<file path="config.mk">
export PLATFORM = sky130hd
export DESIGN_NAME = sar_adc_sequencer
export DESIGN_NICKNAME = d
export VERILOG_FILES = /design/src/core/sar_pkg.sv /design/src/core/sar_adc_sequencer.sv /design/src/core/sar_engine.sv
export SDC_FILE = /design/constraint.sdc
export NUM_CORES = 1
export LEC_CHECK = 0
export BUFFER_PORTS_ARGS = -buffer_cell sky130_fd_sc_hd__buf_2
export CAP_MARGIN = 20
export CELL_PAD_IN_SITES_DETAIL_PLACEMENT = 1
export CELL_PAD_IN_SITES_GLOBAL_PLACEMENT = 2
export CORE_MARGIN = 2
export CORE_UTILIZATION = 31
export DETAILED_ROUTE_END_ITERATION = 10
export PLACE_DENSITY_LB_ADDON = 0.1
export SYNTH_ARGS = -nofsm -noshare
export SYNTH_HDL_FRONTEND = slang
export SYNTH_SLANG_ARGS = --single-unit
</file>
<file path="constraint.sdc">
create_clock -name ref_clk -period 2.79 [get_ports ref_clk]
set_clock_uncertainty 0.1 [all_clocks]
set_input_delay 0.279 -clock ref_clk [delete_from_list [all_inputs] [get_ports ref_clk]]
set_output_delay 0.279 -clock ref_clk [all_outputs]
set_load 0.01 [all_outputs]
</file>
<file path="src/core/sar_pkg.sv">
// Constants used by the converter sequencer; its bit-decision engine does not import them
package sar_pkg;
  localparam int unsigned RES_BITS = 10;
  localparam int unsigned CH_BITS = 5;
  localparam int unsigned PORT_PINS = 8;
  localparam logic [4:0] CH_OFF = 5'h1f;
  localparam logic [4:0] CH_REFH = 5'h1d;
  localparam logic [4:0] CH_REFL = 5'h1e;
  localparam logic [4:0] CH_EXT_MAX = 5'h07;
  localparam logic [9:0] CODE_FULL = 10'h3ff;
  localparam logic [9:0] CODE_ZERO = 10'h000;
  // Result formats
  localparam logic [1:0] FMT_LEFT = 2'h0;
  localparam logic [1:0] FMT_RIGHT = 2'h1;
  localparam logic [1:0] FMT_SIGNED = 2'h2;
  localparam logic [1:0] FMT_TRUNC = 2'h3;
  // Five sample clocks plus ten decisions plus a write-back: 16 converter clocks
  localparam int unsigned SAMPLE_CLKS = 5;
  localparam logic [4:0] CONV_CLKS = 5'h10;
  localparam logic [7:0] DIV_RESET = 8'h00;
endpackage

</file>
<file path="src/core/sar_adc_sequencer.sv">
// Converter sequencer: control, result formatting, interlock and pin override
`default_nettype none
module sar_adc_sequencer (
  // Clock and reset
  input wire logic ref_clk,
  input wire logic rst,
  // Status and control register write
  input wire logic conv_status_ctrl_reg_wr,
  input wire logic [4:0] channel_select_field,
  input wire logic continuous_conv_bit,
  input wire logic conv_irq_enable,
  // Clock register
  input wire logic [7:0] conv_clock_divider,
  input wire logic result_format_bit0,
  input wire logic result_format_bit1,
  // Data register reads
  input wire logic result_high_rd,
  input wire logic result_low_rd,
  // Low power
  input wire logic stop_mode,
  // Port logic
  input wire logic [7:0] port_data,
  input wire logic [7:0] port_dir,
  input wire logic [7:0] shared_port_pins_in,
  output logic [7:0] shared_port_pins_out,
  output logic [7:0] shared_port_pins_oe,
  output logic [7:0] port_read_data,
  // Analog side
  output logic [4:0] mux_select,
  output logic analog_power_on,
  output logic [9:0] trial_code,
  input wire logic cmp_high,
  // Software view
  output logic [7:0] result_high_reg,
  output logic [7:0] result_low_reg,
  output logic conv_done_flag,
  output logic conv_irq,
  output logic conv_status_irq_en,
  output logic conv_status_cont,
  output logic conv_busy
);
  typedef enum logic [2:0] {
    ST_IDLE = 3'b001,
    ST_SAMPLE = 3'b010,
    ST_CONVERT = 3'b100
  } seq_state_e;

  seq_state_e state_r;
  logic [4:0] chan_r;
  logic cont_r;
  logic ien_r;
  logic [7:0] div_cnt_r;
  logic tick;
  logic [4:0] clk_cnt_r;
  logic [7:0] pin_s1_r;
  logic [7:0] pin_s2_r;
  logic cmp_s1_r;
  logic cmp_s2_r;
  logic stop_s1_r;
  logic stop_s2_r;
  logic eng_done;
  logic [9:0] eng_result;
  logic lock_r;
  logic [1:0] fmt;
  logic powered;
  logic start_now;

  assign fmt = {result_format_bit1, result_format_bit0};
  assign powered = (chan_r != sar_pkg::CH_OFF);
  assign analog_power_on = powered;
  assign mux_select = chan_r;
  assign conv_status_irq_en = ien_r;
  assign conv_status_cont = cont_r;
  assign conv_busy = (state_r != ST_IDLE);

  // ----------------------------------------
  // Control and sequencing
  // ----------------------------------------
  // Synchronisers for pins, comparator and stop request
  always_ff @(posedge ref_clk or posedge rst) begin
    if (rst) begin
      pin_s1_r <= 8'h00;
      pin_s2_r <= 8'h00;
      cmp_s1_r <= 1'b0;
      cmp_s2_r <= 1'b0;
      stop_s1_r <= 1'b0;
      stop_s2_r <= 1'b0;
    end else begin
      pin_s1_r <= shared_port_pins_in;
      pin_s2_r <= pin_s1_r;
      cmp_s1_r <= cmp_high;
      cmp_s2_r <= cmp_s1_r;
      stop_s1_r <= stop_mode;
      stop_s2_r <= stop_s1_r;
    end
  end

  // Control bits; reset leaves everything idle
  always_ff @(posedge ref_clk or posedge rst) begin
    if (rst) begin
      chan_r <= sar_pkg::CH_OFF;
      cont_r <= 1'b0;
      ien_r <= 1'b0;
    end else if (conv_status_ctrl_reg_wr) begin
      chan_r <= channel_select_field;
      cont_r <= continuous_conv_bit;
      ien_r <= conv_irq_enable;
    end
  end

  // Converter clock divider; software should aim for 1 MHz
  always_ff @(posedge ref_clk or posedge rst) begin
    if (rst) begin
      div_cnt_r <= sar_pkg::DIV_RESET;
    end else if (conv_status_ctrl_reg_wr || div_cnt_r >= conv_clock_divider) begin
      div_cnt_r <= 8'h00;
    end else begin
      div_cnt_r <= div_cnt_r + 8'h01;
    end
  end
  assign tick = (div_cnt_r >= conv_clock_divider) && !conv_status_ctrl_reg_wr;

  // Continuous mode restarts by itself after a stop abort; single mode waits for a write
  assign start_now = powered && !stop_s2_r && state_r == ST_IDLE &&
                     conv_status_ctrl_reg_wr == 1'b0 && cont_r;

  // Sequence: sample window, then ten decisions, padded to 16 ticks
  always_ff @(posedge ref_clk or posedge rst) begin
    if (rst) begin
      state_r <= ST_IDLE;
      clk_cnt_r <= 5'h00;
    end else if (conv_status_ctrl_reg_wr) begin
      state_r <= ST_SAMPLE;
      clk_cnt_r <= 5'h00;
    end else if (stop_s2_r || !powered) begin
      state_r <= ST_IDLE;
      clk_cnt_r <= 5'h00;
    end else begin
      case (state_r)
        ST_IDLE: begin
          clk_cnt_r <= 5'h00;
          // Without this a stop would silently end continuous operation for good
          if (start_now) begin
            state_r <= ST_SAMPLE;
          end
        end
        ST_SAMPLE: begin
          if (tick) begin
            clk_cnt_r <= clk_cnt_r + 5'h01;
            if (clk_cnt_r == 5'(sar_pkg::SAMPLE_CLKS - 1)) begin
              state_r <= ST_CONVERT;
            end
          end
        end
        ST_CONVERT: begin
          if (tick) begin
            clk_cnt_r <= clk_cnt_r + 5'h01;
          end
          if (tick && clk_cnt_r == sar_pkg::CONV_CLKS - 5'h01) begin
            state_r <= cont_r ? ST_SAMPLE : ST_IDLE;
            clk_cnt_r <= 5'h00;
          end
        end
        default: begin
          state_r <= ST_IDLE;
        end
      endcase
    end
  end

  sar_engine u_engine (
    .ref_clk(ref_clk),
    .rst(rst),
    .tick(tick),
    .start(state_r == ST_SAMPLE && tick && clk_cnt_r == 5'(sar_pkg::SAMPLE_CLKS - 1)),
    .abort(conv_status_ctrl_reg_wr || stop_s2_r || !powered),
    .trial_code(trial_code),
    .cmp_high(cmp_s2_r),
    .result(eng_result),
    .done(eng_done)
  );

  // ----------------------------------------
  // Result formatting and interlock
  // ----------------------------------------
  // Interlock: high read arms, low read releases; nothing is stored while armed, so the low byte stays frozen
  always_ff @(posedge ref_clk or posedge rst) begin
    if (rst) begin
      lock_r <= 1'b0;
    end else if (fmt == sar_pkg::FMT_TRUNC) begin
      lock_r <= 1'b0;
    end else if (result_low_rd) begin
      lock_r <= 1'b0;
    end else if (result_high_rd) begin
      lock_r <= 1'b1;
    end
  end

  // Result registers; a locked pair drops new results
  always_ff @(posedge ref_clk or posedge rst) begin
    if (rst) begin
      result_high_reg <= 8'h00;
      result_low_reg <= 8'h00;
    end else if (eng_done && !(lock_r && fmt != sar_pkg::FMT_TRUNC)) begin
      case (fmt)
        sar_pkg::FMT_LEFT: begin
          result_high_reg <= eng_result[9:2];
          result_low_reg <= {eng_result[1:0], 6'h00};
        end
        sar_pkg::FMT_RIGHT: begin
          result_high_reg <= {6'h00, eng_result[9:8]};
          result_low_reg <= eng_result[7:0];
        end
        sar_pkg::FMT_SIGNED: begin
          result_high_reg <= {~eng_result[9], eng_result[8:2]};
          result_low_reg <= {eng_result[1:0], 6'h00};
        end
        default: begin
          result_high_reg <= 8'h00;
          result_low_reg <= eng_result[9:2];
        end
      endcase
    end
  end

  // Done flag or interrupt; a new completion wins over a clearing read
  always_ff @(posedge ref_clk or posedge rst) begin
    if (rst) begin
      conv_done_flag <= 1'b0;
      conv_irq <= 1'b0;
    end else begin
      if (eng_done && !ien_r) begin
        conv_done_flag <= 1'b1;
      end else if (result_high_rd || result_low_rd || ien_r) begin
        conv_done_flag <= 1'b0;
      end
      if (eng_done && ien_r) begin
        conv_irq <= 1'b1;
      end else if (result_high_rd || result_low_rd || conv_status_ctrl_reg_wr) begin
        conv_irq <= 1'b0;
      end
    end
  end

  // ----------------------------------------
  // Pin sharing
  // ----------------------------------------
  // Pin sharing: selected external channel is released from port control
  genvar gi;
  generate
    for (gi = 0; gi < sar_pkg::PORT_PINS; gi++) begin : g_pin
      logic in_use;
      assign in_use = powered && (chan_r == 5'(gi));
      assign shared_port_pins_oe[gi] = in_use ? 1'b0 : port_dir[gi];
      assign shared_port_pins_out[gi] = in_use ? 1'b0 : port_data[gi];
      always_ff @(posedge ref_clk or posedge rst) begin
        if (rst) begin
          port_read_data[gi] <= 1'b0;
        end else begin
          port_read_data[gi] <= in_use ? 1'b0 : (port_dir[gi] ? port_data[gi] : pin_s2_r[gi]);
        end
      end
    end
  endgenerate

  // ----------------------------------------
  // Assertions and covers
  // ----------------------------------------
  done_irq_a: assert property (@(posedge ref_clk) disable iff (rst)
    eng_done && ien_r |=> conv_irq && !conv_done_flag) else $error("irq not raised");
  done_flag_a: assert property (@(posedge ref_clk) disable iff (rst)
    eng_done && !ien_r |=> conv_done_flag) else $error("done flag not set");
  irq_clear_a: assert property (@(posedge ref_clk) disable iff (rst)
    conv_status_ctrl_reg_wr && !eng_done |=> !conv_irq) else $error("irq not cleared");
  start_wr_a: assert property (@(posedge ref_clk) disable iff (rst)
    conv_status_ctrl_reg_wr |=> state_r == ST_SAMPLE) else $error("write did not start");
  lock_hold_a: assert property (@(posedge ref_clk) disable iff (rst)
    lock_r && fmt != sar_pkg::FMT_TRUNC && !result_low_rd |=> $stable(result_high_reg))
    else $error("locked result changed");
  low_frozen_a: assert property (@(posedge ref_clk) disable iff (rst)
    lock_r && fmt != sar_pkg::FMT_TRUNC && !result_low_rd |=> $stable(result_low_reg))
    else $error("locked low byte changed");
  trunc_lock_a: assert property (@(posedge ref_clk) disable iff (rst)
    fmt == sar_pkg::FMT_TRUNC |=> !lock_r) else $error("interlock armed in truncated format");
  stop_abort_a: assert property (@(posedge ref_clk) disable iff (rst)
    stop_s2_r && !conv_status_ctrl_reg_wr |=> state_r == ST_IDLE) else $error("stop not aborting");
  cont_resume_a: assert property (@(posedge ref_clk) disable iff (rst)
    start_now |=> state_r == ST_SAMPLE) else $error("continuous mode did not resume");
  power_off_a: assert property (@(posedge ref_clk) disable iff (rst)
    !powered && !conv_status_ctrl_reg_wr |=> state_r == ST_IDLE) else $error("converter ran while powered off");
  pin_read_a: assert property (@(posedge ref_clk) disable iff (rst)
    powered && chan_r <= sar_pkg::CH_EXT_MAX |=> port_read_data[chan_r[2:0]] == 1'b0 || $changed(chan_r))
    else $error("used pin read nonzero");
  pin_oe_a: assert property (@(posedge ref_clk) disable iff (rst)
    powered && chan_r <= sar_pkg::CH_EXT_MAX |-> shared_port_pins_oe[chan_r[2:0]] == 1'b0)
    else $error("selected pin driven");
  single_end_a: assert property (@(posedge ref_clk) disable iff (rst)
    state_r == ST_CONVERT && eng_done && !cont_r && !conv_status_ctrl_reg_wr |-> ##[1:300] state_r == ST_IDLE)
    else $error("single mode did not stop");
  cov_single_c: cover property (@(posedge ref_clk) eng_done && !cont_r);
  cov_cont_c: cover property (@(posedge ref_clk) eng_done && cont_r);
  cov_lock_c: cover property (@(posedge ref_clk) eng_done && lock_r);
  cov_irq_c: cover property (@(posedge ref_clk) conv_irq);
endmodule
`default_nettype wire

</file>
<file path="src/core/sar_engine.sv">
// Successive-approximation bit decision engine, one bit per converter tick
`default_nettype none
module sar_engine (
  // Clock and reset
  input wire logic ref_clk,
  input wire logic rst,
  // Control
  input wire logic tick,
  input wire logic start,
  input wire logic abort,
  // Comparator side
  output logic [9:0] trial_code,
  input wire logic cmp_high,
  // Result
  output logic [9:0] result,
  output logic done
);
  logic [9:0] sar_r;
  logic [9:0] bit_r;
  logic busy_r;

  // Trial code is the running value with the bit under test set
  assign trial_code = sar_r | bit_r;

  // One decision per tick, MSB first; comparator high keeps the bit
  always_ff @(posedge ref_clk or posedge rst) begin
    if (rst) begin
      sar_r <= 10'h000;
      bit_r <= 10'h000;
      busy_r <= 1'b0;
      result <= 10'h000;
      done <= 1'b0;
    end else begin
      done <= 1'b0;
      if (abort) begin
        busy_r <= 1'b0;
        bit_r <= 10'h000;
      end else if (start) begin
        sar_r <= 10'h000;
        bit_r <= 10'h200;
        busy_r <= 1'b1;
      end else if (busy_r && tick) begin
        if (cmp_high) begin
          sar_r <= sar_r | bit_r;
        end
        bit_r <= bit_r >> 1;
        if (bit_r[0]) begin
          busy_r <= 1'b0;
          result <= cmp_high ? (sar_r | bit_r) : sar_r;
          done <= 1'b1;
        end
      end
    end
  end
endmodule
`default_nettype wire

</file>
Yosys cells after proc, flatten, opt, wreduce, memory -nomap -nowiden
Cells that the tools add are included.
{"block": "word_totals", "ff_bits": 102, "inputBits": 48, "out_inout_bits": 61}
{"block": "classes", "add_sub_neg": 2, "n_lt_le_gt_ge": 1, "eq_ne": 22, "muxes": 69, "bitwise": 5, "n_reduce_logical": 47}
{"op": "$mux W10", "count": 6}
{"op": "$mux W1", "count": 47}
{"op": "$eq A5 B3 Y1 const B", "count": 5}
{"op": "$pmux W8 S3", "count": 1}
{"op": "$logic_and A1 B1 Y1", "count": 21}
{"op": "$mux W5", "count": 4}
{"op": "$mux W3", "count": 6}
{"op": "$pmux W8 S2", "count": 1}
{"op": "$pmux W5 S3", "count": 1}
{"op": "$ne A4 B4 Y1 const B", "count": 3}
{"op": "$eq A5 B2 Y1 const B", "count": 2}
{"op": "$or A10 B10 Y10", "count": 1}
{"op": "$pmux W3 S3", "count": 1}
{"op": "$reduce_bool A3 Y1", "count": 3}
{"op": "$add A8 B1 Y8 const B", "count": 1}
{"op": "$ge A8 B8 Y1", "count": 1}
{"op": "$mux W8", "count": 1}
{"op": "$reduce_and A4 Y1", "count": 2}
{"op": "$logic_or A1 B1 Y1", "count": 7}
{"op": "$reduce_bool A2 Y1", "count": 3}
{"op": "$add A5 B1 Y5 const B", "count": 1}
{"op": "$eq A5 B1 Y1 const B", "count": 1}
{"op": "$eq A5 B4 Y1 const B", "count": 1}
{"op": "$logic_not A1 Y1", "count": 5}
{"op": "16 further kinds", "count": 21}

Longest topological paths before layout
Gate-level depths: netlist (run 1).
{"block": "depth", "ltp_word": 9, "mapped_depth": 9}

Hierarchy
A second synthesis (run 1) with hierarchy kept.
{"block": "hier_totals", "cells_unflattened": 453, "area_unflattened_um2": 4635.7}
{"module": "sar_adc_sequencer", "instances": 1, "cells_per_inst": 312, "area_each_um2": 3274.4, "seq_area_each_um2": 1759.2}
{"module": "sar_engine", "instances": 1, "cells_per_inst": 141, "area_each_um2": 1361.3, "seq_area_each_um2": 800.8}

Worst setup path after synthesis (run 1)
No wires, ideal clock.
{"block": "synth_path", "path_type": "register to register", "startpoint": "register div_cnt_r[5]", "endpoint": "register state_r[1]", "setup_ns": 0.120, "arrival_ns": 2.042, "setup_slack_ns": 0.528, "path_stages_with_launch": 8, "n_path_buf": 1, "period_less_slack_ns": 2.262, "path_cell_list": "dfrtp_1 ha_1 a211o_1 a31o_1 a31o_1 buf_6 a311o_1 a31o_1"}
{"block": "synth_between", "elab_chain_cells": 5, "word_cells_on_any_way": 6, "classes_between": "order compare: 1; eq/ne: 2; reduce/logical: 3"}
{"element": "start, declared", "line": "sar_adc_sequencer.sv:52", "text": "logic [7:0] div_cnt_r;"}
{"element": "start signal, assigned", "line": "sar_adc_sequencer.sv:114", "text": "div_cnt_r <= sar_pkg::DIV_RESET;"}
{"element": "start signal, assigned", "line": "sar_adc_sequencer.sv:118", "text": "div_cnt_r <= div_cnt_r + 8'h01;"}
{"element": "$ge A8 B8 Y1 (*)", "line": "sar_adc_sequencer.sv:121", "text": "assign tick = (div_cnt_r >= conv_clock_divider) && !conv_status_ctrl_reg_wr;"}
{"element": "$logic_and A1 B1 Y1 (*)", "line": "sar_adc_sequencer.sv:121"}
{"element": "$logic_and A1 B1 Y1", "line": "sar_adc_sequencer.sv:159", "text": "if (tick && clk_cnt_r == sar_pkg::CONV_CLKS - 5'h01) begin"}
{"element": "$ne A4 B4 Y1 (no source line)"}
{"element": "$reduce_and A4 Y1 (no source line) (*)"}
{"element": "end signal, assigned", "line": "sar_adc_sequencer.sv:160", "text": "state_r <= cont_r ? ST_SAMPLE : ST_IDLE;"}
{"element": "end, declared", "line": "sar_adc_sequencer.sv:48", "text": "seq_state_e state_r;"}
Every way passes the cells marked *; elsewhere a longest branch is shown, timed or not.
A chain may end at the register's enable or synchronous reset.

Final worst setup path (run 1)
{"block": "layout_path", "startpoint": "register div_cnt_r[0]", "endpoint": "register u_engine.result[7]"}
{"block": "layout_between", "elab_chain_cells": 6, "word_cells_on_any_way": 7, "classes_between": "order compare: 1; bitwise: 1; reduce/logical: 5"}
{"element": "$ge A8 B8 Y1 (*)", "line": "sar_adc_sequencer.sv:121"}
{"element": "$logic_and A1 B1 Y1 (*)", "line": "sar_adc_sequencer.sv:121"}
{"element": "$logic_and A1 B1 Y1 (2 in series)", "line": "sar_adc_sequencer.sv:175", "text": ".start(state_r == ST_SAMPLE && tick && clk_cnt_r == 5'(sar_pkg::SAMPLE_CLKS - 1)),"}
{"element": "$not A1 Y1 (no source line)"}
{"element": "$reduce_and A4 Y1 (no source line) (*)"}
{"element": "end signal, assigned", "line": "sar_engine.sv:49", "text": "result <= cmp_high ? (sar_r | bit_r) : sar_r;"}
{"element": "end, declared", "line": "sar_engine.sv:15", "text": "output logic [9:0] result,"}
Marked as above.

==> results of run 1 <==
-- layer usage --
| metal | GRT usage (%) | part of all wire, % | vias to the layer above |
|---|---|---|---|
| met4 | 6.21 | 1.4 | 0 |
| met2 | 23.6 | 45 | 65 |
| li1 | - | - | 1775 |
| met5 | 0 | 0 | - |
| met1 | 21.9 | 51 | 1797 |
| met3 | 2.81 | 3.3 | 10 |
-- worst max-delay path by stage --
stage | cells past startpoint | slack, ns | endpoint | start
after floorplan | 7 | 0.53 | state_r[1] | div_cnt_r[5]
after global placement | 8 | 0.38 | u_engine.result[8] | div_cnt_r[0]
after detailed placement | 8 | 0.33 | u_engine.result[7] | div_cnt_r[0]
after CTS | 8 | 0.32 | u_engine.result[7] | div_cnt_r[0]
after global routing | 8 | 0.14 | u_engine.result[5] | div_cnt_r[0]
final | 8 | 0.34 | u_engine.result[7] | div_cnt_r[0]
-- worst max-delay path, cell delays in order, from the launching register on --
cell and delay (ns):
sky130_fd_sc_hd__dfrtp_1 0.43, sky130_fd_sc_hd__inv_1 0.06, sky130_fd_sc_hd__ha_1 0.27, sky130_fd_sc_hd__nor2b_1 0.05
sky130_fd_sc_hd__o21ai_0 0.26, sky130_fd_sc_hd__a31o_1 0.38, sky130_fd_sc_hd__buf_4 0.23, sky130_fd_sc_hd__and3_1 0.41
sky130_fd_sc_hd__a21oi_1 0.12
-- power by group through the flow --
stage	combinational, mW	clock, mW	sequential [mW]
2_1_floorplan	0.171	0	1.60
3_3_place_gp	0.305	0	1.60
3_5_place_dp	0.309	0	1.60
4_1_cts	0.324	1.26	1.57
5_1_grt	0.352	1.32	1.58
6_report	0.314	1.22	1.57
-- final cells by class --
type	instances	area, um2
well taps	188	235
clock inverters	3	18.8
repair buffers	127	726
multi-input cells	296	2000
inverters	18	71.3
flip-flops and latches	102	2560
fillers	1696	9160
clock buffers	13	260
-- synthesized netlist by cell type (2+ instances only) --
cell	number	share of area, %
sky130_fd_sc_hd__xnor2_1	2	0.37
sky130_fd_sc_hd__a22o_1	9	1.7
sky130_fd_sc_hd__a21o_1	3	0.48
sky130_fd_sc_hd__o21ai_0	26	2.8
sky130_fd_sc_hd__a31o_1	3	0.56
sky130_fd_sc_hd__nand2b_1	9	1.2
sky130_fd_sc_hd__buf_2	3	0.32
sky130_fd_sc_hd__o21a_1	5	0.80
sky130_fd_sc_hd__mux2_2	13	3.1
sky130_fd_sc_hd__nor2_1	16	1.3
sky130_fd_sc_hd__nor2b_1	9	1.2
sky130_fd_sc_hd__or2_2	13	1.7
sky130_fd_sc_hd__clkbuf_1	10	0.80
sky130_fd_sc_hd__a31oi_1	12	1.6
sky130_fd_sc_hd__o211a_1	10	2.1
sky130_fd_sc_hd__and2_1	16	2.1
sky130_fd_sc_hd__buf_1	2	0.16
sky130_fd_sc_hd__nand2_1	37	3.0
sky130_fd_sc_hd__nand3_1	12	1.3
sky130_fd_sc_hd__dfrtp_1	96	51
sky130_fd_sc_hd__mux2i_1	12	2.6
sky130_fd_sc_hd__o31ai_1	3	0.48
sky130_fd_sc_hd__and4_1	2	0.37
sky130_fd_sc_hd__inv_1	18	1.4
sky130_fd_sc_hd__o211ai_1	2	0.32
sky130_fd_sc_hd__nor3b_1	3	0.48
sky130_fd_sc_hd__or4_1	2	0.32
sky130_fd_sc_hd__a21oi_1	36	3.8
sky130_fd_sc_hd__dfstp_2	6	3.4
sky130_fd_sc_hd__and3_1	4	0.53
sky130_fd_sc_hd__ha_1	12	3.2
sky130_fd_sc_hd__xor2_1	5	0.93
sky130_fd_sc_hd__nor3_1	2	0.21
-- through the flow --
step	total power, mW	cell area [um2]	util (%)
finish	3.10	5870	39.1
global route	3.25	5870	39.1
CTS	3.15	5870	39.1
detailed placement	1.91	5470	36.4
global placement	1.90	5470	36.4
floorplan	1.77	4700	-
-- logic make-up after synthesis --
| logic type | count (synthesis) |
|---|---|
| buf+inv | 34 |
| compound gates | 117 |
| xor+xnor | 7 |
| simple gates | 135 |
| mux | 25 |
| fa+ha+maj | 12 |
| flops | 102 |
-- repair_timing --
action                     in CTS  in global routing
setup buffers                   0                  0
setup endpoints to repair       0                  0
hold buffers                   12                  0
hold endpoints to repair       32                  0
==> impl_metrics.xml, run 1 <==
<?xml version="1.0" encoding="UTF-8"?>
<metrics>
  <group name="final_layout">
    <metric name="final_cell_mix" unit="">108 x sky130_fd_sc_hd__buf_2, 96 x sky130_fd_sc_hd__dfrtp_1, 37 x sky130_fd_sc_hd__nand2_1</metric>
    <metric name="area_growth_syn_to_layout" unit="%">24.9</metric>
    <metric name="final_nets" unit="">614</metric>
    <metric name="antennaDiodeCount" unit="">0</metric>
    <metric name="finish.cell_count_without_fillers" unit="">747</metric>
    <metric name="layout.cells.most_common" unit="">sky130_fd_sc_hd__buf_2</metric>
    <metric name="reg_top3" unit="">u_engine.bit_r: 10 flops, u_engine.result: 10 flops, u_engine.sar_r: 10 flops</metric>
    <metric name="post_route_cells_drive_above_1_share" unit="%">30.6</metric>
  </group>
  <group name="yosys">
    <metric name="synthXorXnorAreaFrac" unit="%">1.30</metric>
    <metric name="synthMuxAreaShare" unit="%">5.67</metric>
    <metric name="adder_and_majority_gate_portion_of_the_synthesized_area" unit="%">3.19</metric>
    <metric name="synth-async-reset-ratio" unit="%">100</metric>
    <metric name="synth-simple-area-share" unit="%">15.8</metric>
    <metric name="syn-mean-instance-area" unit="um2">10.9</metric>
    <metric name="synth.net_count" unit="">492</metric>
    <metric name="synth_enable_flop_cells" unit="">0</metric>
    <metric name="synth_compound_gate_area_share" unit="%">16.6</metric>
    <metric name="synthesis.area" unit="mm2">0.00470</metric>
    <metric name="synth.distinct_cells" unit="">52</metric>
    <metric name="yosys_most_used_dff" unit="">sky130_fd_sc_hd__dfrtp_1</metric>
    <metric name="register_bit_count_reported_by_yosys" unit="">102</metric>
    <metric name="synth.yosys.seq_area_share" unit="%">54.5</metric>
    <metric name="synth_top_family_by_area" unit="">compound AO/OA/AOI/OAI gates</metric>
    <metric name="synthesis.instances" unit="">432</metric>
    <metric name="ys.warnings.count" unit="">0</metric>
  </group>
  <group name="clock_network">
    <metric name="clock_transition_at_the_register_clock_pins_on_the_worst_setup_and_hold_paths_after_cts" unit="ns">0.07</metric>
    <metric name="cts.path.max_buffers" unit="">2</metric>
    <metric name="tritoncts" unit="">yes</metric>
    <metric name="clkSinkCount" unit="">102</metric>
    <metric name="clock_latency" unit="ns">0.35</metric>
    <metric name="cts_inserted_buffers" unit="">9</metric>
    <metric name="cts.root.buffer_cell" unit="">sky130_fd_sc_hd__clkbuf_16</metric>
    <metric name="h-tree-depth" unit="">3</metric>
    <metric name="ctsResizeCount" unit="">0</metric>
  </group>
  <group name="route">
    <metric name="wl_per_cell" unit="um">16.0</metric>
    <metric name="route.detailed.drc" unit="">0</metric>
    <metric name="first_iteration_detailed_routing_drc_count" unit="">142</metric>
    <metric name="first_pass_iters" unit="">4</metric>
    <metric name="detailroute.via_count" unit="">3647</metric>
    <metric name="avgViaCountPerCell" unit="">4.88</metric>
    <metric name="ant_nets" unit="">0</metric>
    <metric name="finalWirelength" unit="mm">12.0</metric>
  </group>
  <group name="setup_path">
    <metric name="start_kind" unit="">register</metric>
    <metric name="worst-endpoint-required" unit="ns">2.91</metric>
    <metric name="critical_path.max_fanout" unit="">11</metric>
    <metric name="rrSetupSlack" unit="ns">0.34</metric>
    <metric name="critical_path_arrival" unit="ns">2.57</metric>
    <metric name="worst_r2r_path_depth" unit="">8</metric>
    <metric name="setup.worst_path.end_class" unit="">register</metric>
    <metric name="critical_path.reg2reg.startpoint" unit="">div_cnt_r[0]</metric>
    <metric name="reg2reg_to" unit="">u_engine.result[7]</metric>
    <metric name="criticalPathCategory" unit="">reg2reg</metric>
  </group>
  <group name="die">
    <metric name="core_area" unit="mm2">0.0150</metric>
    <metric name="ioPinCount" unit="">109</metric>
    <metric name="die_w" unit="um">127</metric>
    <metric name="die_height" unit="um">127</metric>
    <metric name="fp-row-count" unit="">45</metric>
    <metric name="dieArea" unit="mm2">0.0162</metric>
    <metric name="starting_density" unit="%">31.3</metric>
  </group>
  <group name="run">
    <metric name="cap_viol_max_count" unit="">0</metric>
  </group>
  <group name="power">
    <metric name="vdd_ir_drop_max" unit="mV">0.221</metric>
    <metric name="seq_power_share" unit="%">50.6</metric>
    <metric name="p_int" unit="mW">2.32</metric>
    <metric name="combinationalPowerShare" unit="%">10.1</metric>
    <metric name="power.leakage" unit="nW">2.89</metric>
    <metric name="clock_power_share" unit="%">39.3</metric>
    <metric name="power.net_switching" unit="uW">780</metric>
    <metric name="netSwitchingFraction" unit="%">25.1</metric>
    <metric name="power_per_standard_cell_area" unit="mW/mm2">528</metric>
  </group>
  <group name="grt">
    <metric name="remaining_global_route_overflow" unit="">0</metric>
    <metric name="initial_antenna_violation_count" unit="">0</metric>
    <metric name="track_usage" unit="%">15.5</metric>
    <metric name="first_pass_grt_wire_length" unit="mm">19.7</metric>
    <metric name="largest_net_degree_at_the_start_of_global_routing" unit="">60</metric>
    <metric name="grt_pass1_vias" unit="">3723</metric>
  </group>
  <group name="sta">
    <metric name="report.final.setup_viol" unit="">0</metric>
    <metric name="finalCritPeriodShare" unit="%">87.9</metric>
    <metric name="timing_hold_violations_final" unit="">0</metric>
    <metric name="achievable-frequency" unit="GHz">0.408</metric>
    <metric name="rsz0062_at_grt" unit="">no</metric>
    <metric name="final.setup.tns" unit="ns">0</metric>
    <metric name="timing_max_transition_violations_final" unit="">0</metric>
    <metric name="finalWorstSetupSlack" unit="ns">0.338</metric>
    <metric name="timing.final.crit_period" unit="ns">2.45</metric>
    <metric name="worstMarginPinSlew" unit="ns">0.895</metric>
    <metric name="worst_slew_margin_rel" unit="%">40.2</metric>
    <metric name="worst_hold_slack" unit="ns">0.0627</metric>
  </group>
  <group name="worst_hold_path">
    <metric name="timing.hold.worst.start" unit="">channel_select_field[0]</metric>
    <metric name="holdPathStages" unit="">2</metric>
    <metric name="hp-class" unit="">in2reg</metric>
    <metric name="min_to" unit="">mux_select[0]</metric>
  </group>
  <group name="run_status">
    <metric name="status" unit="">finished, final reports clean</metric>
  </group>
  <group name="place">
    <metric name="place_hpwl" unit="mm">8.54</metric>
    <metric name="input_output_buffers" unit="">108</metric>
    <metric name="preCtsSetupSlack" unit="ns">0.333</metric>
    <metric name="placed_cells" unit="">719</metric>
    <metric name="global_placement_routability_congestion" unit="">0.745</metric>
  </group>
</metrics>
(Power assumes the default switching activity.)
==> run 2: changes to the inputs <==
==> constraint.sdc (replaced) <==
create_clock -name ref_clk -period 2.79 [get_ports ref_clk]
set_clock_uncertainty 0.1 [all_clocks]
set_input_delay 0.4185 -clock ref_clk [delete_from_list [all_inputs] [get_ports ref_clk]]
set_output_delay 0.4185 -clock ref_clk [all_outputs]
set_load 0.01 [all_outputs]
==> impl_metrics.xml, run 2 (synthesis gave the netlist of run 1 again) <==
<?xml version="1.0" encoding="UTF-8"?>
<metrics>
  <group name="route">
    <metric name="route.detailed.drc" unit="">0</metric>
    <metric name="detailroute.via_count" unit="">3597</metric>
    <metric name="avgViaCountPerCell" unit="">4.89</metric>
    <metric name="finalWirelength" unit="mm">11.7</metric>
    <metric name="wl_per_cell" unit="um">15.9</metric>
    <metric name="first_iteration_detailed_routing_drc_count" unit="">113</metric>
    <metric name="ant_nets" unit="">0</metric>
    <metric name="first_pass_iters" unit="">4</metric>
  </group>
  <group name="final_layout">
    <metric name="final_nets" unit="">603</metric>
    <metric name="filler_cells" unit="">1703</metric>
    <metric name="final_util" unit="%">38.4</metric>
    <metric name="reg_top3" unit="">u_engine.bit_r: 10 flops, u_engine.result: 10 flops, u_engine.sar_r: 10 flops</metric>
    <metric name="post_route_cells_drive_above_1_share" unit="%">31.8</metric>
    <metric name="layout.cells.most_common" unit="">sky130_fd_sc_hd__buf_2</metric>
    <metric name="antennaDiodeCount" unit="">0</metric>
    <metric name="area_growth_syn_to_layout" unit="%">22.9</metric>
    <metric name="final_cell_mix" unit="">108 x sky130_fd_sc_hd__buf_2, 96 x sky130_fd_sc_hd__dfrtp_1, 37 x sky130_fd_sc_hd__nand2_1</metric>
  </group>
  <group name="clock_network">
    <metric name="cts_setup_buffers" unit="">0</metric>
    <metric name="h-tree-depth" unit="">3</metric>
    <metric name="ctsResizeCount" unit="">0</metric>
    <metric name="tritoncts" unit="">yes</metric>
    <metric name="clock_transition_at_the_register_clock_pins_on_the_worst_setup_and_hold_paths_after_cts" unit="ns">0.07</metric>
    <metric name="cts.path.max_buffers" unit="">2</metric>
    <metric name="cts.root.buffer_cell" unit="">sky130_fd_sc_hd__clkbuf_16</metric>
    <metric name="clock_latency" unit="ns">0.35</metric>
    <metric name="cts_inserted_buffers" unit="">9</metric>
    <metric name="post_cts_hold_buffer_count" unit="">0</metric>
    <metric name="clkSinkCount" unit="">102</metric>
  </group>
  <group name="setup_path">
    <metric name="critical_path.reg2reg.startpoint" unit="">div_cnt_r[5]</metric>
    <metric name="critical_path.max_fanout" unit="">10</metric>
    <metric name="rrSetupSlack" unit="ns">0.31</metric>
    <metric name="worst-endpoint-required" unit="ns">2.93</metric>
    <metric name="critical_path_arrival" unit="ns">2.62</metric>
    <metric name="start_kind" unit="">register</metric>
    <metric name="reg2reg_to" unit="">u_engine.sar_r[5]</metric>
    <metric name="criticalPathCategory" unit="">reg2reg</metric>
    <metric name="worst_r2r_path_depth" unit="">6</metric>
    <metric name="setup.worst_path.end_class" unit="">register</metric>
  </group>
  <group name="run">
    <metric name="cap_viol_max_count" unit="">0</metric>
  </group>
  <group name="power">
    <metric name="combinationalPowerShare" unit="%">9.4</metric>
    <metric name="power.leakage" unit="nW">2.85</metric>
    <metric name="seq_power_share" unit="%">49.6</metric>
    <metric name="p_int" unit="mW">2.36</metric>
    <metric name="clock_power_share" unit="%">40.9</metric>
    <metric name="power.net_switching" unit="uW">803</metric>
    <metric name="netSwitchingFraction" unit="%">25.4</metric>
    <metric name="vdd_ir_drop_max" unit="mV">0.284</metric>
    <metric name="power_per_standard_cell_area" unit="mW/mm2">547</metric>
  </group>
  <group name="sta">
    <metric name="worst_slew_margin_rel" unit="%">57.2</metric>
    <metric name="report.final.setup_viol" unit="">0</metric>
    <metric name="worstMarginPinSlew" unit="ns">0.639</metric>
    <metric name="timing_max_transition_violations_final" unit="">0</metric>
    <metric name="timing_hold_violations_final" unit="">0</metric>
    <metric name="achievable-frequency" unit="GHz">0.403</metric>
    <metric name="timing.final.crit_period" unit="ns">2.48</metric>
    <metric name="rsz0062_at_grt" unit="">no</metric>
    <metric name="final.setup.tns" unit="ns">0</metric>
    <metric name="finalCritPeriodShare" unit="%">88.9</metric>
  </group>
  <group name="die">
    <metric name="dieArea" unit="mm2">0.0162</metric>
    <metric name="ioPinCount" unit="">109</metric>
    <metric name="core_area" unit="mm2">0.0150</metric>
    <metric name="die_w" unit="um">127</metric>
    <metric name="starting_density" unit="%">31.3</metric>
    <metric name="die_height" unit="um">127</metric>
    <metric name="fp-row-count" unit="">45</metric>
  </group>
  <group name="place">
    <metric name="place_hpwl" unit="mm">8.44</metric>
    <metric name="global_placement_routability_congestion" unit="">0.750</metric>
    <metric name="input_output_buffers" unit="">108</metric>
  </group>
  <group name="run_status">
    <metric name="status" unit="">finished, final reports clean</metric>
  </group>
  <group name="grt">
    <metric name="track_usage" unit="%">15.2</metric>
    <metric name="first_pass_grt_wire_length" unit="mm">19.4</metric>
    <metric name="remaining_global_route_overflow" unit="">0</metric>
    <metric name="largest_net_degree_at_the_start_of_global_routing" unit="">103</metric>
    <metric name="grt_pass1_vias" unit="">3693</metric>
    <metric name="initial_antenna_violation_count" unit="">0</metric>
  </group>
  <group name="worst_hold_path">
    <metric name="hp-class" unit="">in2async</metric>
  </group>
</metrics>
[run 2: cell type report]
type                    count  area (um2)  share of cell area (%)
well taps                 188         235                    4.07
clock buffers               9         225                    3.90
flip-flops and latches    102        2560                    44.3
repair buffers            116         613                    10.6
inverters                  18        71.3                    1.23
clock inverters             7        72.6                    1.26
multi-input cells         296        2000                    34.6
[run 2: through the flow]
step	instances	power, mW	setup slack, ns	hold WS [ns]	area (um2)
final	736	3.16	0.311	0.0536	5780
after global routing	736	3.31	0.142	0.0531	5780
after global placement	720	1.90	0.266	0.232	5480
after CTS	736	3.22	0.301	0.0572	5780
after detailed placement	720	1.90	0.228	0.236	5480
after floorplan	432	1.77	0.477	0.231	4700
[run 2: routing by layer]
metal | track usage, % | wire length [um]
met4 | 5.62 | 188
met1 | 22.7 | 6010
met3 | 2.60 | 403
met2 | 22.2 | 5120
met5 | 0 | 0
[run 2: power groups by stage]
stage	sequential (mW)	combinational [mW]	clock [mW]
finish	1.57	0.298	1.29
global route	1.58	0.335	1.40
detailed placement	1.60	0.306	0
CTS	1.57	0.307	1.34
global placement	1.60	0.302	0
floorplan	1.60	0.171	0
[run 2: critical path, stage by stage, from the launching register on]
cell and delay, ns:
sky130_fd_sc_hd__dfrtp_1 0.44, sky130_fd_sc_hd__ha_1 0.31, sky130_fd_sc_hd__a211o_1 0.32, sky130_fd_sc_hd__a31o_1 0.24
sky130_fd_sc_hd__a31o_1 0.30, sky130_fd_sc_hd__and4_1 0.40, sky130_fd_sc_hd__o211a_1 0.27
[run 2: worst max path at each step]
stage          cells past startpoint             startpoint  slack (ns)                  to
4_1_cts                            7           div_cnt_r[5]        0.30  u_engine.result[8]
3_3_place_gp                       8  conv_clock_divider[5]        0.27   u_engine.sar_r[2]
5_1_grt                            8           div_cnt_r[0]        0.14  u_engine.result[7]
2_1_floorplan                      8  conv_clock_divider[5]        0.48          state_r[1]
3_5_place_dp                       8  conv_clock_divider[5]        0.23   u_engine.sar_r[2]
6_report                           6           div_cnt_r[5]        0.31   u_engine.sar_r[5]
==> run 3: changes to the inputs <==
--- a/config.mk
+++ b/config.mk
@@ -10,9 +10,10 @@
 export CELL_PAD_IN_SITES_DETAIL_PLACEMENT = 1
 export CELL_PAD_IN_SITES_GLOBAL_PLACEMENT = 2
 export CORE_MARGIN = 2
-export CORE_UTILIZATION = 31
+export CORE_UTILIZATION = 30
 export DETAILED_ROUTE_END_ITERATION = 10
 export PLACE_DENSITY_LB_ADDON = 0.1
 export SYNTH_ARGS = -nofsm -noshare
 export SYNTH_HDL_FRONTEND = slang
+export SYNTH_HIERARCHICAL = 1
 export SYNTH_SLANG_ARGS = --single-unit
==> impl_metrics.xml, run 3 <==
<?xml version="1.0" encoding="UTF-8"?>
<metrics>
  <group name="sta">
    <metric name="finalCritPeriodShare" unit="%">92.1</metric>
    <metric name="report.final.setup_viol" unit="">0</metric>
    <metric name="timing_hold_violations_final" unit="">0</metric>
    <metric name="rsz0062_at_grt" unit="">no</metric>
    <metric name="worst_hold_slack" unit="ns">0.0682</metric>
    <metric name="timing.final.crit_period" unit="ns">2.57</metric>
    <metric name="achievable-frequency" unit="GHz">0.389</metric>
    <metric name="worstMarginPinSlew" unit="ns">0.864</metric>
    <metric name="final.setup.tns" unit="ns">0</metric>
    <metric name="worst_slew_margin_rel" unit="%">42.2</metric>
    <metric name="timing_max_transition_violations_final" unit="">0</metric>
  </group>
  <group name="final_layout">
    <metric name="multiInputGateArea" unit="mm2">0.00189</metric>
    <metric name="finish.cell_count_without_fillers" unit="">755</metric>
    <metric name="final_cell_mix" unit="">108 x sky130_fd_sc_hd__buf_2, 96 x sky130_fd_sc_hd__dfrtp_1, 54 x sky130_fd_sc_hd__nand2_1</metric>
    <metric name="antennaDiodeCount" unit="">0</metric>
    <metric name="post_route_cells_drive_above_1_share" unit="%">30.0</metric>
    <metric name="filler_cells" unit="">1743</metric>
    <metric name="seqCellArea" unit="mm2">0.00256</metric>
    <metric name="reg_top3" unit="">u_engine/bit_r: 10 flops, u_engine/result: 10 flops, u_engine/sar_r: 10 flops</metric>
    <metric name="final_nets" unit="">622</metric>
    <metric name="area_growth_syn_to_layout" unit="%">24.2</metric>
    <metric name="layout.cells.most_common" unit="">sky130_fd_sc_hd__buf_2</metric>
  </group>
  <group name="die">
    <metric name="fp-row-count" unit="">45</metric>
    <metric name="starting_density" unit="%">30.6</metric>
    <metric name="ioPinCount" unit="">109</metric>
    <metric name="die_height" unit="um">128</metric>
    <metric name="die_w" unit="um">128</metric>
    <metric name="dieArea" unit="mm2">0.0165</metric>
    <metric name="core_area" unit="mm2">0.0151</metric>
  </group>
  <group name="grt">
    <metric name="grt_pass1_vias" unit="">3759</metric>
    <metric name="largest_net_degree_at_the_start_of_global_routing" unit="">42</metric>
    <metric name="track_usage" unit="%">15.3</metric>
    <metric name="remaining_global_route_overflow" unit="">0</metric>
    <metric name="first_pass_grt_wire_length" unit="mm">19.6</metric>
    <metric name="initial_antenna_violation_count" unit="">0</metric>
  </group>
  <group name="setup_path">
    <metric name="cpMostUsedCell" unit="">sky130_fd_sc_hd__and3_1</metric>
    <metric name="critPathSlowestCell" unit="">sky130_fd_sc_hd__dfrtp_1</metric>
    <metric name="worst_r2r_path_depth" unit="">10</metric>
    <metric name="start_kind" unit="">register</metric>
    <metric name="critical_path_arrival" unit="ns">2.69</metric>
    <metric name="setup.worst_path.end_class" unit="">register</metric>
    <metric name="criticalPathCategory" unit="">reg2reg</metric>
    <metric name="reg2reg_to" unit="">u_engine/sar_r[5]</metric>
    <metric name="critical_path.cell_chain" unit="">ha_1 -&gt; and3_1 -&gt; o21ai_0 -&gt; a31o_2 -&gt; a21oi_1 -&gt; and3_1 -&gt; and4bb_1 -&gt; buf_4 -&gt; a31oi_1 -&gt; nor2_1</metric>
    <metric name="worst-endpoint-required" unit="ns">2.91</metric>
    <metric name="setup.worst_path.start" unit="">div_cnt_r[2]</metric>
    <metric name="critical_path.reg2reg.startpoint" unit="">div_cnt_r[2]</metric>
    <metric name="critical_path.max_fanout" unit="">19</metric>
    <metric name="timing.critical_path.slowest_cell_delay" unit="ns">0.45</metric>
    <metric name="rrSetupSlack" unit="ns">0.22</metric>
  </group>
  <group name="yosys">
    <metric name="synth.net_count" unit="">513</metric>
    <metric name="register_bit_count_reported_by_yosys" unit="">102</metric>
    <metric name="cell_with_the_most_instances_after_synthesis" unit="">sky130_fd_sc_hd__dfrtp_1</metric>
    <metric name="synth_enable_flop_cells" unit="">0</metric>
    <metric name="synth_largest_area_cell" unit="">sky130_fd_sc_hd__dfrtp_1</metric>
    <metric name="synth.distinct_cells" unit="">48</metric>
    <metric name="synth_top_area_share" unit="%">51.8</metric>
    <metric name="top_cells_by_area_synth" unit="">sky130_fd_sc_hd__dfrtp_1 52%, sky130_fd_sc_hd__a21oi_1 5.5%, sky130_fd_sc_hd__nand2_1 4.4%</metric>
    <metric name="syn-mean-instance-area" unit="um2">10.2</metric>
    <metric name="synthesis.instances" unit="">453</metric>
    <metric name="synth-async-reset-ratio" unit="%">100</metric>
    <metric name="yosys_most_used_dff" unit="">sky130_fd_sc_hd__dfrtp_1</metric>
    <metric name="synth.yosys.seq_area_share" unit="%">55.2</metric>
    <metric name="synthesis.area" unit="mm2">0.00464</metric>
    <metric name="ys.warnings.count" unit="">6</metric>
    <metric name="synth_common_cells" unit="">96 x sky130_fd_sc_hd__dfrtp_1, 54 x sky130_fd_sc_hd__nand2_1, 51 x sky130_fd_sc_hd__a21oi_1</metric>
  </group>
  <group name="clock_network">
    <metric name="h-tree-depth" unit="">3</metric>
    <metric name="ctsResizeCount" unit="">0</metric>
    <metric name="cts.path.max_buffers" unit="">2</metric>
    <metric name="cts_inserted_buffers" unit="">9</metric>
    <metric name="post_cts_hold_buffer_count" unit="">0</metric>
    <metric name="cts_setup_buffers" unit="">0</metric>
    <metric name="tritoncts" unit="">yes</metric>
    <metric name="clkSinkCount" unit="">102</metric>
    <metric name="clock_latency" unit="ns">0.35</metric>
    <metric name="clock_transition_at_the_register_clock_pins_on_the_worst_setup_and_hold_paths_after_cts" unit="ns">0.07</metric>
    <metric name="cts.root.buffer_cell" unit="">sky130_fd_sc_hd__clkbuf_16</metric>
  </group>
  <group name="power">
    <metric name="power_per_standard_cell_area" unit="mW/mm2">590</metric>
    <metric name="vdd_ir_drop_max" unit="mV">0.319</metric>
    <metric name="power" unit="mW">3.39</metric>
    <metric name="power.leakage" unit="nW">2.82</metric>
  </group>
  <group name="route">
    <metric name="finalWirelength" unit="mm">11.9</metric>
    <metric name="first_pass_iters" unit="">4</metric>
    <metric name="wl_per_cell" unit="um">15.8</metric>
    <metric name="ant_nets" unit="">0</metric>
    <metric name="detailroute.via_count" unit="">3630</metric>
    <metric name="avgViaCountPerCell" unit="">4.81</metric>
    <metric name="route.detailed.drc" unit="">0</metric>
    <metric name="first_iteration_detailed_routing_drc_count" unit="">127</metric>
  </group>
  <group name="place">
    <metric name="input_output_buffers" unit="">108</metric>
    <metric name="global_placement_routability_congestion" unit="">0.743</metric>
    <metric name="place_hpwl" unit="mm">8.73</metric>
    <metric name="placed_cells" unit="">739</metric>
  </group>
  <group name="worst_hold_path">
    <metric name="hp-class" unit="">in2async</metric>
  </group>
  <group name="run_status">
    <metric name="status" unit="">finished, final reports clean</metric>
  </group>
  <group name="run">
    <metric name="cap_viol_max_count" unit="">0</metric>
  </group>
</metrics>
-- run 3: cell count changes after synthesis, moves of 3 or more --
cell and delta:
sky130_fd_sc_hd__nor2_1 +20, sky130_fd_sc_hd__nand2_1 +17, sky130_fd_sc_hd__a21oi_1 +15, sky130_fd_sc_hd__o211a_1 -10, sky130_fd_sc_hd__a22o_1 -9, sky130_fd_sc_hd__inv_1 +4
sky130_fd_sc_hd__a31o_1 -3, sky130_fd_sc_hd__nor2b_1 -3, sky130_fd_sc_hd__nor3b_1 -3, sky130_fd_sc_hd__o21a_1 -3
-- run 3: area by class of cell --
cell class,instances,area share (%)
inverter,22,1.43
sequential,102,44.5
timing repair buffer,116,10.7
clock inverter,5,2.24
multi-input combinational,311,32.9
clock buffer,11,4.22
tap,188,4.09
-- run 3: stage by stage --
step	area [um2]	setup WS, ns	utilization [%]
2_1_floorplan	4640	0.0893	-
3_3_place_gp	5380	0.217	35.5
3_5_place_dp	5380	0.111	35.5
4_1_cts	5760	0.178	38.0
5_1_grt	5760	0.0220	38.0
6_report	5760	0.220	38.0
-- run 3: routing by layer --
metal / up-vias / track usage, % / wire length (um)
li1: 1767 / - / -
met5: - / 0 / 0
met1: 1787 / 20.5 / 5710
met2: 64 / 24.7 / 5590
met4: 0 / 5.75 / 184
met3: 12 / 2.71 / 457
-- run 3: worst max-delay path, delay by kind of cell (launching register included) --
kind,cells,cell delay [ns]
buf+inv,1,0.20
simple gates,4,0.59
compound gates,4,0.77
flops,1,0.45
fa+ha+maj,1,0.32
-- run 3: logic make-up after synthesis --
group / share of synthesized area, %
xor+xnor: 1.70
mux: 5.69
fa+ha+maj: 3.24
simple gates: 16.9
buf+inv: 3.94
flops: 55.2
compound gates: 13.3
-- run 3: worst max path at each step --
| stage | endpoint | slack, ns | depth (start not counted) |
|---|---|---|---|
| 5_1_grt | u_engine/sar_r[5] | 0.02 | 10 |
| 3_3_place_gp | u_engine/result[1] | 0.22 | 12 |
| 2_1_floorplan | u_engine/result[9] | 0.09 | 12 |
| 4_1_cts | u_engine/sar_r[5] | 0.18 | 10 |
| 3_5_place_dp | u_engine/result[4] | 0.11 | 12 |
| 6_report | u_engine/sar_r[5] | 0.22 | 10 |
-- run 3: power breakdown --
group	leakage (nW)	internal [mW]	switching, mW
Combinational	1.31	0.112	0.155
Sequential	1.33	1.53	0.0410
Clock	0.180	0.996	0.560
